**config.mk**
```make
export PLATFORM = sky130hd
export DESIGN_NAME = osc_clock_select
export DESIGN_NICKNAME = d
export VERILOG_FILES = /design/src/design/osc_pkg.sv /design/src/design/osc_clock_select.sv
export VERILOG_INCLUDE_DIRS = /design/src /design/src/design
export SDC_FILE = /design/constraint.sdc
export NUM_CORES = 1
export LEC_CHECK = 0
export BUFFER_PORTS_ARGS = -buffer_cell sky130_fd_sc_hd__buf_2
export CORE_ASPECT_RATIO = 1.1
export CORE_UTILIZATION = 25
export DETAILED_ROUTE_END_ITERATION = 6
export GPL_TIMING_DRIVEN = 0
export SYNTH_ARGS = -nofsm -noshare
export SYNTH_HDL_FRONTEND = slang
export SYNTH_SLANG_ARGS = --single-unit
```
**constraint.sdc**
```tcl
create_clock -name clk_i -period 2.4 [get_ports clk_i]
set_input_delay 0.48 -clock clk_i [delete_from_list [all_inputs] [get_ports clk_i]]
set_output_delay 0.48 -clock clk_i [all_outputs]
set_load 0.02 [all_outputs]
```
**src/design/osc_defines.svh**
```systemverilog
// Purpose: constants of the oscillator control block
// Assumes: 100 MHz system clock, byte-wide registers on a 32-bit bus
// Notes:   offsets are byte addresses on the register bus
`ifndef OSC_DEFINES_SVH
`define OSC_DEFINES_SVH

`define OSC_ADR_CTRL        4'h0
`define OSC_ADR_TUNE        4'h4
`define OSC_ADR_CTRL2       4'h8
`define OSC_ADR_STAT        4'hc

`define OSC_BIT_IDLE        7
`define OSC_BIT_FREQ_HI     6
`define OSC_BIT_FREQ_LO     4
`define OSC_BIT_READY       3
`define OSC_BIT_HF_STABLE   2
`define OSC_BIT_SRC_HI      1
`define OSC_BIT_SRC_LO      0
`define OSC_BIT_LFS         7
`define OSC_BIT_MFS         0

`define OSC_RST_IDLE        1'b0
`define OSC_RST_FREQ        3'h6
`define OSC_RST_SRC         2'h0
`define OSC_RST_LFS         1'b0
`define OSC_RST_MFS         1'b0

`define OSC_CLK_HZ          100000000
`define OSC_FAST_HZ         16000000
`define OSC_FAST_DIV        (`OSC_CLK_HZ / `OSC_FAST_HZ)
`define OSC_SETTLE_EDGES    1024
`define OSC_FAIL_SLOW_TICKS 2
`define OSC_HF_STABLE_TICKS 64
`define OSC_PLL_MAX_HZ      64000000

`endif

```
**src/design/osc_pkg.sv**
```systemverilog
// Purpose: types of the oscillator control block
// Assumes: nothing beyond the defines header
// Notes:   mode codes are one-hot
package osc_pkg;

    typedef enum logic [2:0] {
        OSC_RUN   = 3'b001,
        OSC_IDLE  = 3'b010,
        OSC_SLEEP = 3'b100
    } osc_mode_t;

    typedef enum logic [1:0] {
        OSC_SRC_PRIMARY   = 2'h0,
        OSC_SRC_SECONDARY = 2'h1,
        OSC_SRC_INTERNAL  = 2'h2,
        OSC_SRC_INT_ALT   = 2'h3
    } osc_src_t;

    typedef struct packed {
        logic [1:0] src;
        logic [2:0] freq;
        logic       lfs;
        logic       mfs;
    } osc_sel_t;

endpackage

```
**src/design/osc_clock_select.sv**
```systemverilog
// Purpose: oscillator control register, clock source and postscaler selection
// Assumes: oscillator pins are asynchronous to clk_i; clocks leave as enable pulses
// Notes:   internal oscillators are modelled as enable dividers of clk_i
`include "osc_defines.svh"

////////////////////////////////////////////////////////////////////////////////
// Function
// - idle bit 7 set makes sleep instruction enter Idle, clear enters Sleep.
// - frequency code 111 gives fast oscillator undivided, 110 halved, 110 at reset.
// - codes 101, 100, 011 divide fast oscillator by 4, 8, 16.
// - low-freq select 1, mid select 0: codes 010/001/000 divide by 32/64/512.
// - low-freq 0, mid 1: codes 010/001 still divide by 32/64, code 000 gives slow oscillator.
// - both selects 1: code 000 gives fast oscillator divided by 512.
// - ready flag bit 3 is 1 after settle timer expires, 0 while counting.
// - ready flag reset value is the inverse of the switchover configuration bit.
// - changing the frequency code switches internal clock frequency without further action.
// - changing the source field switches the device clock source at the next edge of the old clock, at once if that is an unready primary.
// - fail-safe monitor detects primary failure and falls back to internal oscillator.
// - two-speed start runs internal oscillator until primary is ready, then changes over.
// - multiplier usable on primary or internal source, output kept at most 64 MHz.
// - low-freq select is tuning bit 7, mid select is control-2 bit 0.
// - with low-freq select 0 the lowest setting comes from slow oscillator.
// - slow oscillator runs whenever power-up, fail-safe, watchdog or two-speed is enabled.
module osc_clock_select
(
    input  wire logic        clk_i,
    input  wire logic        rst_i,
    input  wire logic        cyc_i,
    input  wire logic        stb_i,
    input  wire logic        we_i,
    input  wire logic [3:0]  adr_i,
    input  wire logic [3:0]  sel_i,
    input  wire logic [31:0] dat_i,
    output logic      [31:0] dat_o,
    output logic             ack_o,
    input  wire logic        primary_osc_i,
    input  wire logic        secondary_osc_i,
    input  wire logic        switchover_config_i,
    input  wire logic        fail_monitor_en_i,
    input  wire logic        powerup_timer_en_i,
    input  wire logic        watchdog_en_i,
    input  wire logic        pll_en_i,
    input  wire logic        sleep_exec_i,
    input  wire logic        wake_i,
    output logic             cpu_clk_en_o,
    output logic             periph_clk_en_o,
    output logic             primary_osc_en_o,
    output logic             slow_osc_en_o,
    output logic             pll_active_o,
    output logic             clock_fail_o,
    output osc_pkg::osc_mode_t mode_o
);
    import osc_pkg::*;

    localparam int SETTLE_W = $clog2(`OSC_SETTLE_EDGES + 1);
    localparam int HF_W     = $clog2(`OSC_HF_STABLE_TICKS + 1);

    typedef struct packed {
        osc_mode_t            mode;
        logic                 idle_sel;
        logic [2:0]           freq;
        logic [1:0]           src;
        logic                 lfs;
        logic                 mfs;
        logic                 ready;
        logic [SETTLE_W-1:0]  settle_cnt;
        logic                 hf_stable;
        logic [HF_W-1:0]      hf_cnt;
        logic                 fail;
        logic [1:0]           fail_cnt;
        logic [2:0]           fast_div;
        logic [8:0]           ps_cnt;
        logic [8:0]           slow_cnt;
        osc_sel_t             cur;
        logic                 gap;
        logic [1:0]           sy1;
        logic [1:0]           sy2;
        logic [1:0]           last;
        logic                 tick;
        logic                 ack;
        logic [7:0]           rdata;
    } osc_state_t;

    osc_state_t s_q;
    osc_state_t s_d;

    // internal oscillator tick for a postscaler selection
    function automatic logic int_tick(input logic [2:0] code, input logic lfs, input logic mfs,
                                      input logic ft, input logic [8:0] ps, input logic st);
        logic r;
        r = 1'b0;
        unique case (code)
            3'h7: r = ft;
            3'h6: r = ft && ps[0];
            3'h5: r = ft && (&ps[1:0]);
            3'h4: r = ft && (&ps[2:0]);
            3'h3: r = ft && (&ps[3:0]);
            3'h2: r = ft && (&ps[4:0]);
            3'h1: r = ft && (&ps[5:0]);
            3'h0:
            begin
                if (lfs && mfs)
                    r = ft && (&ps[8:0]);
                else if (lfs)
                    r = ft && (&ps[8:0]);
                else
                    r = st;
            end
        endcase
        return r;
    endfunction

    logic       fast_tick;
    logic       slow_tick;
    logic       prim_edge;
    logic       sec_edge;
    logic       req;
    logic       wr;
    logic       slow_on;
    logic       two_speed;
    logic       use_internal;
    logic       old_tick;
    logic       new_tick;
    osc_sel_t   want;
    logic       cur_int;

    ////////////////////////////////////////////////////////////////////////////////
    always_comb
    begin
        s_d       = s_q;
        req       = cyc_i && stb_i && !s_q.ack;
        wr        = req && we_i && sel_i[0];
        two_speed = switchover_config_i;
        // the old selection keeps its clock until the switch, else a change away from it hangs
        slow_on   = powerup_timer_en_i || fail_monitor_en_i || watchdog_en_i || two_speed
                    || (s_q.src[1] && s_q.freq == 3'h0 && !s_q.lfs)
                    || (s_q.cur.src[1] && s_q.cur.freq == 3'h0 && !s_q.cur.lfs);

        // only the second stage feeds the edge detectors
        s_d.sy1   = {secondary_osc_i, primary_osc_i};
        s_d.sy2   = s_q.sy1;
        s_d.last  = s_q.sy2;
        prim_edge = s_q.sy2[0] && !s_q.last[0];
        sec_edge  = s_q.sy2[1] && !s_q.last[1];

        // fast oscillator and its postscaler chain
        fast_tick  = (s_q.fast_div == 3'(`OSC_FAST_DIV - 1));
        s_d.fast_div = fast_tick ? 3'h0 : s_q.fast_div + 3'h1;
        if (fast_tick)
            s_d.ps_cnt = s_q.ps_cnt + 9'h1;
        // slow oscillator stops when nothing needs it
        slow_tick = slow_on && fast_tick && (&s_q.slow_cnt);
        if (slow_on && fast_tick)
            s_d.slow_cnt = s_q.slow_cnt + 9'h1;
        else if (!slow_on)
            s_d.slow_cnt = 9'h0;

        if (fast_tick && !s_q.hf_stable)
        begin
            s_d.hf_cnt = s_q.hf_cnt + HF_W'(1);
            if (s_q.hf_cnt == HF_W'(`OSC_HF_STABLE_TICKS - 1))
                s_d.hf_stable = 1'b1;
        end

        // settle timer counts primary edges until it runs out
        if (s_q.mode != OSC_SLEEP && !s_q.ready && prim_edge)
        begin
            s_d.settle_cnt = s_q.settle_cnt + SETTLE_W'(1);
            if (s_q.settle_cnt == SETTLE_W'(`OSC_SETTLE_EDGES - 1))
                s_d.ready = 1'b1;
        end

        // fail-safe: too many slow ticks without a primary edge
        if (fail_monitor_en_i && s_q.ready && s_q.cur.src == OSC_SRC_PRIMARY
            && s_q.mode != OSC_SLEEP && !s_q.fail)
        begin
            if (prim_edge)
                s_d.fail_cnt = 2'h0;
            else if (slow_tick)
                s_d.fail_cnt = s_q.fail_cnt + 2'h1;
            if (!prim_edge && slow_tick && s_q.fail_cnt == 2'(`OSC_FAIL_SLOW_TICKS - 1))
                s_d.fail = 1'b1;
        end
        else
        begin
            s_d.fail_cnt = 2'h0;
        end

        // register bus: ack one cycle after the request, unmapped reads give zero
        s_d.ack = req;
        if (req)
        begin
            unique case (adr_i)
                `OSC_ADR_CTRL:  s_d.rdata = {s_q.idle_sel, s_q.freq, s_q.ready, s_q.hf_stable, s_q.src};
                `OSC_ADR_TUNE:  s_d.rdata = {s_q.lfs, 7'h0};
                `OSC_ADR_CTRL2: s_d.rdata = {7'h0, s_q.mfs};
                `OSC_ADR_STAT:  s_d.rdata = {3'h0, pll_active_o, slow_on, s_q.gap, s_q.cur.src[1], s_q.fail};
                default:        s_d.rdata = 8'h0;
            endcase
        end
        if (wr)
        begin
            unique case (adr_i)
                `OSC_ADR_CTRL:
                begin
                    s_d.idle_sel = dat_i[`OSC_BIT_IDLE];
                    s_d.freq     = dat_i[`OSC_BIT_FREQ_HI:`OSC_BIT_FREQ_LO];
                    s_d.src      = dat_i[`OSC_BIT_SRC_HI:`OSC_BIT_SRC_LO];
                    // a new source clears a latched failure, but a failure seen now wins
                    if (dat_i[`OSC_BIT_SRC_HI:`OSC_BIT_SRC_LO] != s_q.src && !s_d.fail_cnt[1])
                        s_d.fail = s_d.fail && !s_q.fail;
                end
                `OSC_ADR_TUNE:  s_d.lfs = dat_i[`OSC_BIT_LFS];
                `OSC_ADR_CTRL2: s_d.mfs = dat_i[`OSC_BIT_MFS];
                default:        ;
            endcase
        end

        // power-managed modes
        unique case (s_q.mode)
            OSC_RUN:
                if (sleep_exec_i)
                    s_d.mode = s_q.idle_sel ? OSC_IDLE : OSC_SLEEP;
            OSC_IDLE:
                if (wake_i)
                    s_d.mode = OSC_RUN;
            OSC_SLEEP:
                if (wake_i)
                begin
                    s_d.mode = OSC_RUN;
                    // primary was stopped: settle again before using it
                    if (s_q.src == OSC_SRC_PRIMARY)
                    begin
                        s_d.ready      = 1'b0;
                        s_d.settle_cnt = '0;
                    end
                end
        endcase

        // effective selection: fail-safe and two-speed start override software
        use_internal = s_q.fail
                       || (s_q.src == OSC_SRC_PRIMARY && !s_q.ready && two_speed);
        want.src  = use_internal ? 2'(OSC_SRC_INTERNAL) : s_q.src;
        want.freq = s_q.freq;
        want.lfs  = s_q.lfs;
        want.mfs  = s_q.mfs;

        cur_int  = s_q.cur.src[1];
        new_tick = want.src[1] ? int_tick(want.freq, want.lfs, want.mfs, fast_tick, s_q.ps_cnt, slow_tick)
                 : (want.src == OSC_SRC_SECONDARY) ? sec_edge
                 : (s_q.ready && prim_edge);
        old_tick = cur_int ? int_tick(s_q.cur.freq, s_q.cur.lfs, s_q.cur.mfs, fast_tick, s_q.ps_cnt, slow_tick)
                 : (s_q.cur.src == OSC_SRC_SECONDARY) ? sec_edge
                 : (s_q.ready && prim_edge);

        // change over at an old edge, or at once on failure or an unready primary, then stay quiet until the new one
        s_d.tick = 1'b0;
        if (want != s_q.cur)
        begin
            if (old_tick || s_q.fail || (s_q.cur.src == OSC_SRC_PRIMARY && !s_q.ready))
            begin
                s_d.cur = want;
                s_d.gap = 1'b1;
            end
            s_d.tick = old_tick && !s_q.gap;
        end
        else if (s_q.gap)
        begin
            if (new_tick)
                s_d.gap = 1'b0;
        end
        else
        begin
            s_d.tick = old_tick;
        end

        if (rst_i)
        begin
            s_d          = '0;
            s_d.mode     = OSC_RUN;
            s_d.idle_sel = `OSC_RST_IDLE;
            s_d.freq     = `OSC_RST_FREQ;
            s_d.src      = `OSC_RST_SRC;
            s_d.lfs      = `OSC_RST_LFS;
            s_d.mfs      = `OSC_RST_MFS;
            s_d.ready    = !switchover_config_i;
            s_d.cur      = '{src: 2'(OSC_SRC_INTERNAL), freq: `OSC_RST_FREQ, lfs: `OSC_RST_LFS, mfs: `OSC_RST_MFS};
            s_d.gap      = 1'b1;
        end
    end

    always_ff @(posedge clk_i)
    begin
        s_q <= s_d;
    end

    ////////////////////////////////////////////////////////////////////////////////
    assign dat_o            = {24'h0, s_q.rdata};
    assign ack_o            = s_q.ack;
    assign mode_o           = s_q.mode;
    assign cpu_clk_en_o     = s_q.tick && s_q.mode == OSC_RUN;
    assign periph_clk_en_o  = s_q.tick && s_q.mode != OSC_SLEEP;
    assign primary_osc_en_o = s_q.mode != OSC_SLEEP;
    assign slow_osc_en_o    = slow_on;
    assign clock_fail_o     = s_q.fail;
    // multiplier input limited to 16 MHz keeps the output at or below 64 MHz
    assign pll_active_o     = pll_en_i && (s_q.cur.src == OSC_SRC_PRIMARY
                              || (s_q.cur.src[1] && s_q.cur.freq[2:1] == 2'h3));

endmodule

```
==> results of run 1 <==
## synthesized netlist by cell type, types with 2 or more instances
library cell                n  area, µm²
sky130_fd_sc_hd__nand4_1   12       75.1
sky130_fd_sc_hd__o211ai_1   2       15.0
sky130_fd_sc_hd__dfxtp_1   79       1580
sky130_fd_sc_hd__and2_1     4       25.0
sky130_fd_sc_hd__xor2_1    23        201
sky130_fd_sc_hd__nor3b_1    5       37.5
sky130_fd_sc_hd__a31o_1     3       26.3
sky130_fd_sc_hd__a22oi_1    6       45.0
sky130_fd_sc_hd__buf_1      3       11.3
sky130_fd_sc_hd__nand3_1   15       75.1
sky130_fd_sc_hd__a31oi_1    2       12.5
sky130_fd_sc_hd__inv_1     13       48.8
sky130_fd_sc_hd__o22ai_1    2       12.5
sky130_fd_sc_hd__ha_1      11        138
sky130_fd_sc_hd__o21ai_0   14       70.1
sky130_fd_sc_hd__and3_1     4       25.0
sky130_fd_sc_hd__clkbuf_1  14       52.6
sky130_fd_sc_hd__nor3_2     3       30.0
sky130_fd_sc_hd__mux2i_1   14        140
sky130_fd_sc_hd__a21oi_1   23        115
sky130_fd_sc_hd__o21a_1     2       15.0
sky130_fd_sc_hd__buf_4     37        278
sky130_fd_sc_hd__xnor2_1   12        105
sky130_fd_sc_hd__nor3_1    12       60.1
sky130_fd_sc_hd__a22o_1     4       35.0
sky130_fd_sc_hd__nor2b_1   10       62.6
sky130_fd_sc_hd__nand2b_1   3       18.8
sky130_fd_sc_hd__nor4_1     3       18.8
sky130_fd_sc_hd__mux2_2     5       56.3
sky130_fd_sc_hd__nor2_1    61        229
sky130_fd_sc_hd__a32oi_1    2       17.5
sky130_fd_sc_hd__nand2_1   41        154
sky130_fd_sc_hd__or3_1      3       18.8
## what timing repair did
item,4_1_cts,5_1_grt
setup endpoints to repair,8,9
hold buffers,0,0
resized for setup,4,17
setup buffers,2,0
gates cloned,0,0
pin swaps,1,2
## worst max-delay path by stage
stage / start / end / slack (ns) / depth (start not counted)
final: s_q[19] / slow_osc_en_o / 0.11 / 6
after global routing: s_q[33] / s_q[21] / 0.001 / 11
after CTS: s_q[19] / slow_osc_en_o / 0.02 / 6
after detailed placement: s_q[33] / s_q[20] / -0.08 / 10
after global placement: s_q[33] / s_q[21] / -0.08 / 10
after floorplan: s_q[33] / s_q[16] / 0.20 / 11
## critical path, delay by kind of cell, from the launching register on
kind / cells / cell delay [ns]
simple gates: 1 / 0.55
flops: 1 / 0.30
buf+inv: 3 / 0.38
compound gates: 2 / 0.23
## cell families after synthesis
group / share of synthesized area [%]
muxes: 4.90
xor gates and xnor gates: 7.65
DFF: 39.5
other: 0.0936
AOI/OAI and AO/OA: 11.9
adders and majority gates: 3.44
and+or+nand+nor: 22.3
buffers and inverters: 10.2
## cell type report
class	instances	area [µm²]	area share, %
repair buffers	43	230	4.66
inverters	14	52.6	1.06
well taps	200	250	5.06
plain buffers	56	363	7.34
flip-flops and latches	79	1580	32.1
multi-input cells	341	2150	43.5
clock buffers	10	229	4.63
clock inverters	5	83.8	1.70
## through the flow
step	utilization [%]	cells	hold slack (ns)	setup WS, ns
floorplan	-	490	0.414	0.204
global placement	29.0	731	0.429	-0.0816
detailed placement	29.0	731	0.436	-0.0752
CTS	31.2	748	0.360	0.0217
global route	31.5	748	0.370	0.00126
finish	31.5	748	0.362	0.110
## power by group
group | internal, mW | switching [mW] | leakage [nW]
clock | 0.906 | 0.526 | 0.145
sequential | 1.36 | 0.0388 | 0.641
combinational | 0.280 | 0.375 | 1.29
## registers in the layout, summed over array words and instances (netlist names)
register and cells:
mode_o 3, dat_o 8, ack_o 1, s_q 65
cur_int 1, clock_fail_o 1
## per-layer routing
metal  vias up  global-route usage (%)  part of all wire (%)  wire [µm]
met3         9                    2.66                   3.2        277
li1       1695                       -                     -          -
met2        46                    18.3                    47       4140
met5         -                       0                     0          0
met4         0                    3.52                   1.1         99
met1      1454                    14.7                    49       4270
==> flow_summary.yaml, run 1 <==
critical_path:
  critPathMostFrequentCell: "sky130_fd_sc_hd__buf_6"
  slowest_delay_ns: 0.55
  crit_path_start_kind: "flop"
  critical_path_peak_fanout: 8
  reg2reg_setup_slack_ns: 0.16
  slowest_stage: "sky130_fd_sc_hd__or4b_4"
  crit_type: "flop to output port"
  worstReg2RegEnd: "s_q[16]"
  worst-endpoint-required_ns: 1.92
  critical_path.endpoint_type: "output port"
  critPathArrivalTime_ns: 1.81
  worstPathCellList: "buf_6, or4b_4, o21ai_4, a21oi_2, inv_1, buf_6"
  reg2reg_from: "s_q[43]"
  worst_reg2reg_path_length_in_cells: 9
yosys:
  ys_async_sr_fraction_pct: 0
  synth_area_mm2: 0.00401
  post_synth.cell_area_avg_um2: 8.58
  seq_area_frac_synth_pct: 39.5
  yosys.cell_types.count: 53
  dominant_synthesized_flop_cell: "sky130_fd_sc_hd__dfxtp_1"
  ys.warnings.count: 0
  post_synthesis_cell_count: 467
  synth_edf_count: 0
  seq_cells_post_synth: 79
die:
  die_y_um: 135
  num_io_pins: 96
  initial_core_util_pct: 25.6
  cell_rows: 48
  floorplan.core_area_mm2: 0.0157
  die-width_um: 123
  die-area_mm2: 0.0165
global_route:
  gr-usage-all-layers_pct: 11.3
  grt_pass1_wl_mm: 14.6
  grt_pass1_vias: 2943
  grt_max_degree: 14
  grt_overflow: 0
  antenna_found_initial: 0
finish:
  final_common_cell: "sky130_fd_sc_hd__dfxtp_1"
  area_delta_synth_final_pct: 23.4
  fill_count: 1653
  final_nets: 609
  antenna-diode-count: 0
  post-route-cell-area_mm2: 0.00494
  drive_above_1_share_pct: 21.5
  most-common-layout-cells: "sky130_fd_sc_hd__dfxtp_1 (77), sky130_fd_sc_hd__nor2_1 (61), sky130_fd_sc_hd__buf_2 (41), sky130_fd_sc_hd__nand2_1 (41), sky130_fd_sc_hd__buf_4 (37)"
clocking:
  numCtsBuffers: 9
  cts_max_level: 3
  ctsLongestPathBuffers: 2
  clk_transition_reported_paths_ns: 0.06
  root_buffer: "sky130_fd_sc_hd__clkbuf_16"
  cts.sinks: 79
  clock_tree_from_tritoncts: "built"
  insertion_delay_ns: 0.33
timing:
  worst_slew_margin_rel_pct: 56.1
  finalSetupViolations: 0
  setup-tns-final_ns: 0
  worst_pin_slew_ns: 0.658
  fmax_mhz: 437
  timing.final.crit_share_pct: 95.4
  timing_hold_violations_final: 0
  finClkSkew_ns: 0.00829
  finalWorstPathRequiredPeriod_ns: 2.29
  rsz_0062_raised_after_global_routing: "no"
  timing_max_transition_violations_final: 0
pwr:
  pwr_density_cell_mw_per_mm2: 705
  final_power_mw: 3.48
  power.static_leakage_nw: 2.08
  vdd_ir_drop_max_v: 0.000380
status:
  result_of_the_run: "complete, no violations"
drt:
  avgRoutedWirePerCell_um: 11.7
  wl_mm: 8.79
  route.detailed.drc: 0
  vias_per_cell: 4.28
  detailroute.via_count: 3204
  ant_nets: 0
  first_iter_violations: 156
  drt_first_pass_iters: 4
placed_design:
  post-dp-hpwl_mm: 6.49
  place_area_mm2: 0.00455
  numPortBuffers: 41
  place_congestion: 0.795
worst_hold_path:
  worst_hold_path.num_cells: 3
  hold_path_startpoint: "dat_i[6]"
  worstHoldPathType: "input pin to flop"
  hold_end: "s_q[74]"
job:
  maxCapViolations: 0
(Power assumes the default switching activity.)
==> run 2, diff against run 1 <==
--- a/config.mk
+++ b/config.mk
@@ -9,5 +9,6 @@
 export BUFFER_PORTS_ARGS = -buffer_cell sky130_fd_sc_hd__buf_2
 export CORE_ASPECT_RATIO = 1.1
-export CORE_UTILIZATION = 25
+export CORE_MARGIN = 1.5
+export CORE_UTILIZATION = 30
 export DETAILED_ROUTE_END_ITERATION = 6
 export GPL_TIMING_DRIVEN = 0
==> constraint.sdc (replaced) <==
create_clock -name clk_i -period 2.4 [get_ports clk_i]
set_input_delay 0.48 -clock clk_i [delete_from_list [all_inputs] [get_ports clk_i]]
set_output_delay 0.48 -clock clk_i [all_outputs]
set_load 0.05 [all_outputs]
==> run 2 against run 1 <==
Clock-buffer cell count grew 2. Cell count shrank 5.2%. Power grew 4.6%. Critical path type unchanged. Critical endpoint unchanged. Largest power group unchanged.
==> flow_summary.yaml, run 2 (synthesis gave the netlist of run 1 again) <==
finish:
  top_register: "s_q"
  area_delta_synth_final_pct: 22.9
  final_nets: 609
  fill_count: 1343
  most-common-layout-cells: "sky130_fd_sc_hd__dfxtp_1 (77), sky130_fd_sc_hd__nor2_1 (61), sky130_fd_sc_hd__buf_2 (41), sky130_fd_sc_hd__nand2_1 (41), sky130_fd_sc_hd__buf_4 (37)"
  utilization_pct: 37.6
  post-route-cell-area_mm2: 0.00492
  antenna-diode-count: 0
  largest_register_ff_count: 65
  drive_above_1_share_pct: 22.1
  final_common_cell: "sky130_fd_sc_hd__dfxtp_1"
drt:
  vias_per_cell: 4.75
  avgRoutedWirePerCell_um: 12.8
  first_iter_violations: 142
  ant_nets: 0
  drt_first_pass_iters: 4
  detailroute.via_count: 3370
  route.detailed.drc: 0
  wl_mm: 9.06
global_route:
  gr-usage-all-layers_pct: 13.6
  grt_pass1_vias: 3184
  grt_max_degree: 13
  grt-busiest-layer: "met2"
  groute.layer.met1.usage_pct: 15.5
  antenna_found_initial: 0
  globalRouteMet2Util_pct: 24.3
  grt_util_met3_pct: 3.21
  grt_pass1_wl_mm: 15.0
  grt_overflow: 0
clocking:
  numCtsBuffers: 9
  clk_transition_reported_paths_ns: 0.06
  cts_hold_buf: 0
  clock_tree_from_tritoncts: "built"
  ctsLongestPathBuffers: 2
  root_buffer: "sky130_fd_sc_hd__clkbuf_16"
  insertion_delay_ns: 0.34
  cts.sinks: 79
  cts_max_level: 3
timing:
  timing_hold_violations_final: 0
  finalWorstPathRequiredPeriod_ns: 2.33
  worst_slew_margin_rel_pct: 54.4
  finClkSkew_ns: 0.00595
  finalSetupViolations: 0
  timing_max_transition_violations_final: 0
  timing.final.crit_share_pct: 96.9
  worst_pin_slew_ns: 0.677
  fmax_mhz: 430
pwr:
  final_power_mw: 3.64
  power.static_leakage_nw: 2.12
  pwr_density_cell_mw_per_mm2: 740
  vdd_ir_drop_max_v: 0.000314
status:
  result_of_the_run: "complete, no violations"
die:
  cell_rows: 44
  die_y_um: 124
  floorplan.core_area_mm2: 0.0131
  die-width_um: 113
  num_io_pins: 96
  die-area_mm2: 0.0141
  initial_core_util_pct: 30.6
placed_design:
  post-dp-hpwl_mm: 6.84
  place_area_mm2: 0.00450
  numPortBuffers: 41
  place_congestion: 0.864
worst_hold_path:
  worstHoldPathType: "input pin to flop"
critical_path:
  slowest_delay_ns: 0.52
  worst-endpoint-required_ns: 1.92
  slowest_stage: "sky130_fd_sc_hd__or4b_4"
  critical_path_peak_fanout: 8
  crit_path_start_kind: "flop"
  crit_type: "flop to output port"
  worstPathBufferInverterCount: 3
  crit_family: "simple AND/OR/NAND/NOR gates"
  critical_path.endpoint_type: "output port"
  worstPathCellList: "buf_2, or4b_4, o21ai_4, a21oi_2, inv_2, buf_6"
  critPathArrivalTime_ns: 1.85
job:
  maxCapViolations: 0
run 2: cell type report:
class	count	area (µm²)	area share, %
plain buffers	56	363	7.37
clock buffers	12	267	5.41
clock inverters	3	65.1	1.32
inverters	14	52.6	1.07
multi-input cells	341	2160	43.9
flip-flops and latches	79	1580	32.2
well taps	161	201	4.09
repair buffers	43	230	4.68
run 2: worst register-to-register path: stages, from the launching register on:
cell and delay (ns):
sky130_fd_sc_hd__dfxtp_2 0.37, sky130_fd_sc_hd__ha_4 0.16, sky130_fd_sc_hd__nand3_2 0.14, sky130_fd_sc_hd__inv_1 0.09, sky130_fd_sc_hd__ha_1 0.17, sky130_fd_sc_hd__nand4_1 0.10, sky130_fd_sc_hd__o21ai_1 0.16, sky130_fd_sc_hd__a31oi_2 0.08
sky130_fd_sc_hd__o311ai_4 0.39, sky130_fd_sc_hd__and2_0 0.18, sky130_fd_sc_hd__buf_4 0.14, sky130_fd_sc_hd__o211ai_1 0.08
run 2: path summary, 6_finish.rpt:
kind / from / end / slack (ns) / cells past startpoint
max reg2reg: s_q[33] / s_q[21] / 0.19 / 11
min reg2reg: s_q[14] / s_q[12] / 0.44 / 1
min: wake_i / mode_o[0] / 0.37 / 3
max: s_q[20] / slow_osc_en_o / 0.07 / 6
run 2: timing repair:
action                     in CTS  in global routing
resized for setup               7                 15
pin swaps                       1                  2
setup endpoints to repair       8                 10
buffers inserted                2                  0
run 2: per-stage QoR:
stage	TNS (ns)	instances	hold WS [ns]	worst slack (ns)
after floorplan	0	490	0.414	0.203
after global placement	-0.246	692	0.439	-0.0602
after detailed placement	-0.378	692	0.437	-0.0750
after CTS	0	709	0.366	0.00116
after global routing	-0.00542	709	0.379	-0.00542
final	0	709	0.366	0.0736
run 2: power breakdown:
part | switching, mW | total [mW] | internal (mW) | leakage (nW)
Combinational | 0.470 | 0.751 | 0.282 | 1.31
Clock | 0.506 | 1.49 | 0.987 | 0.165
Sequential | 0.0412 | 1.40 | 1.36 | 0.641
run 2: routing by layer:
metal / wire length [µm] / part of all wire, %
met3: 409 / 4.5
met1: 3920 / 43
met2: 4580 / 51
met5: 0 / 0
met4: 142 / 1.6
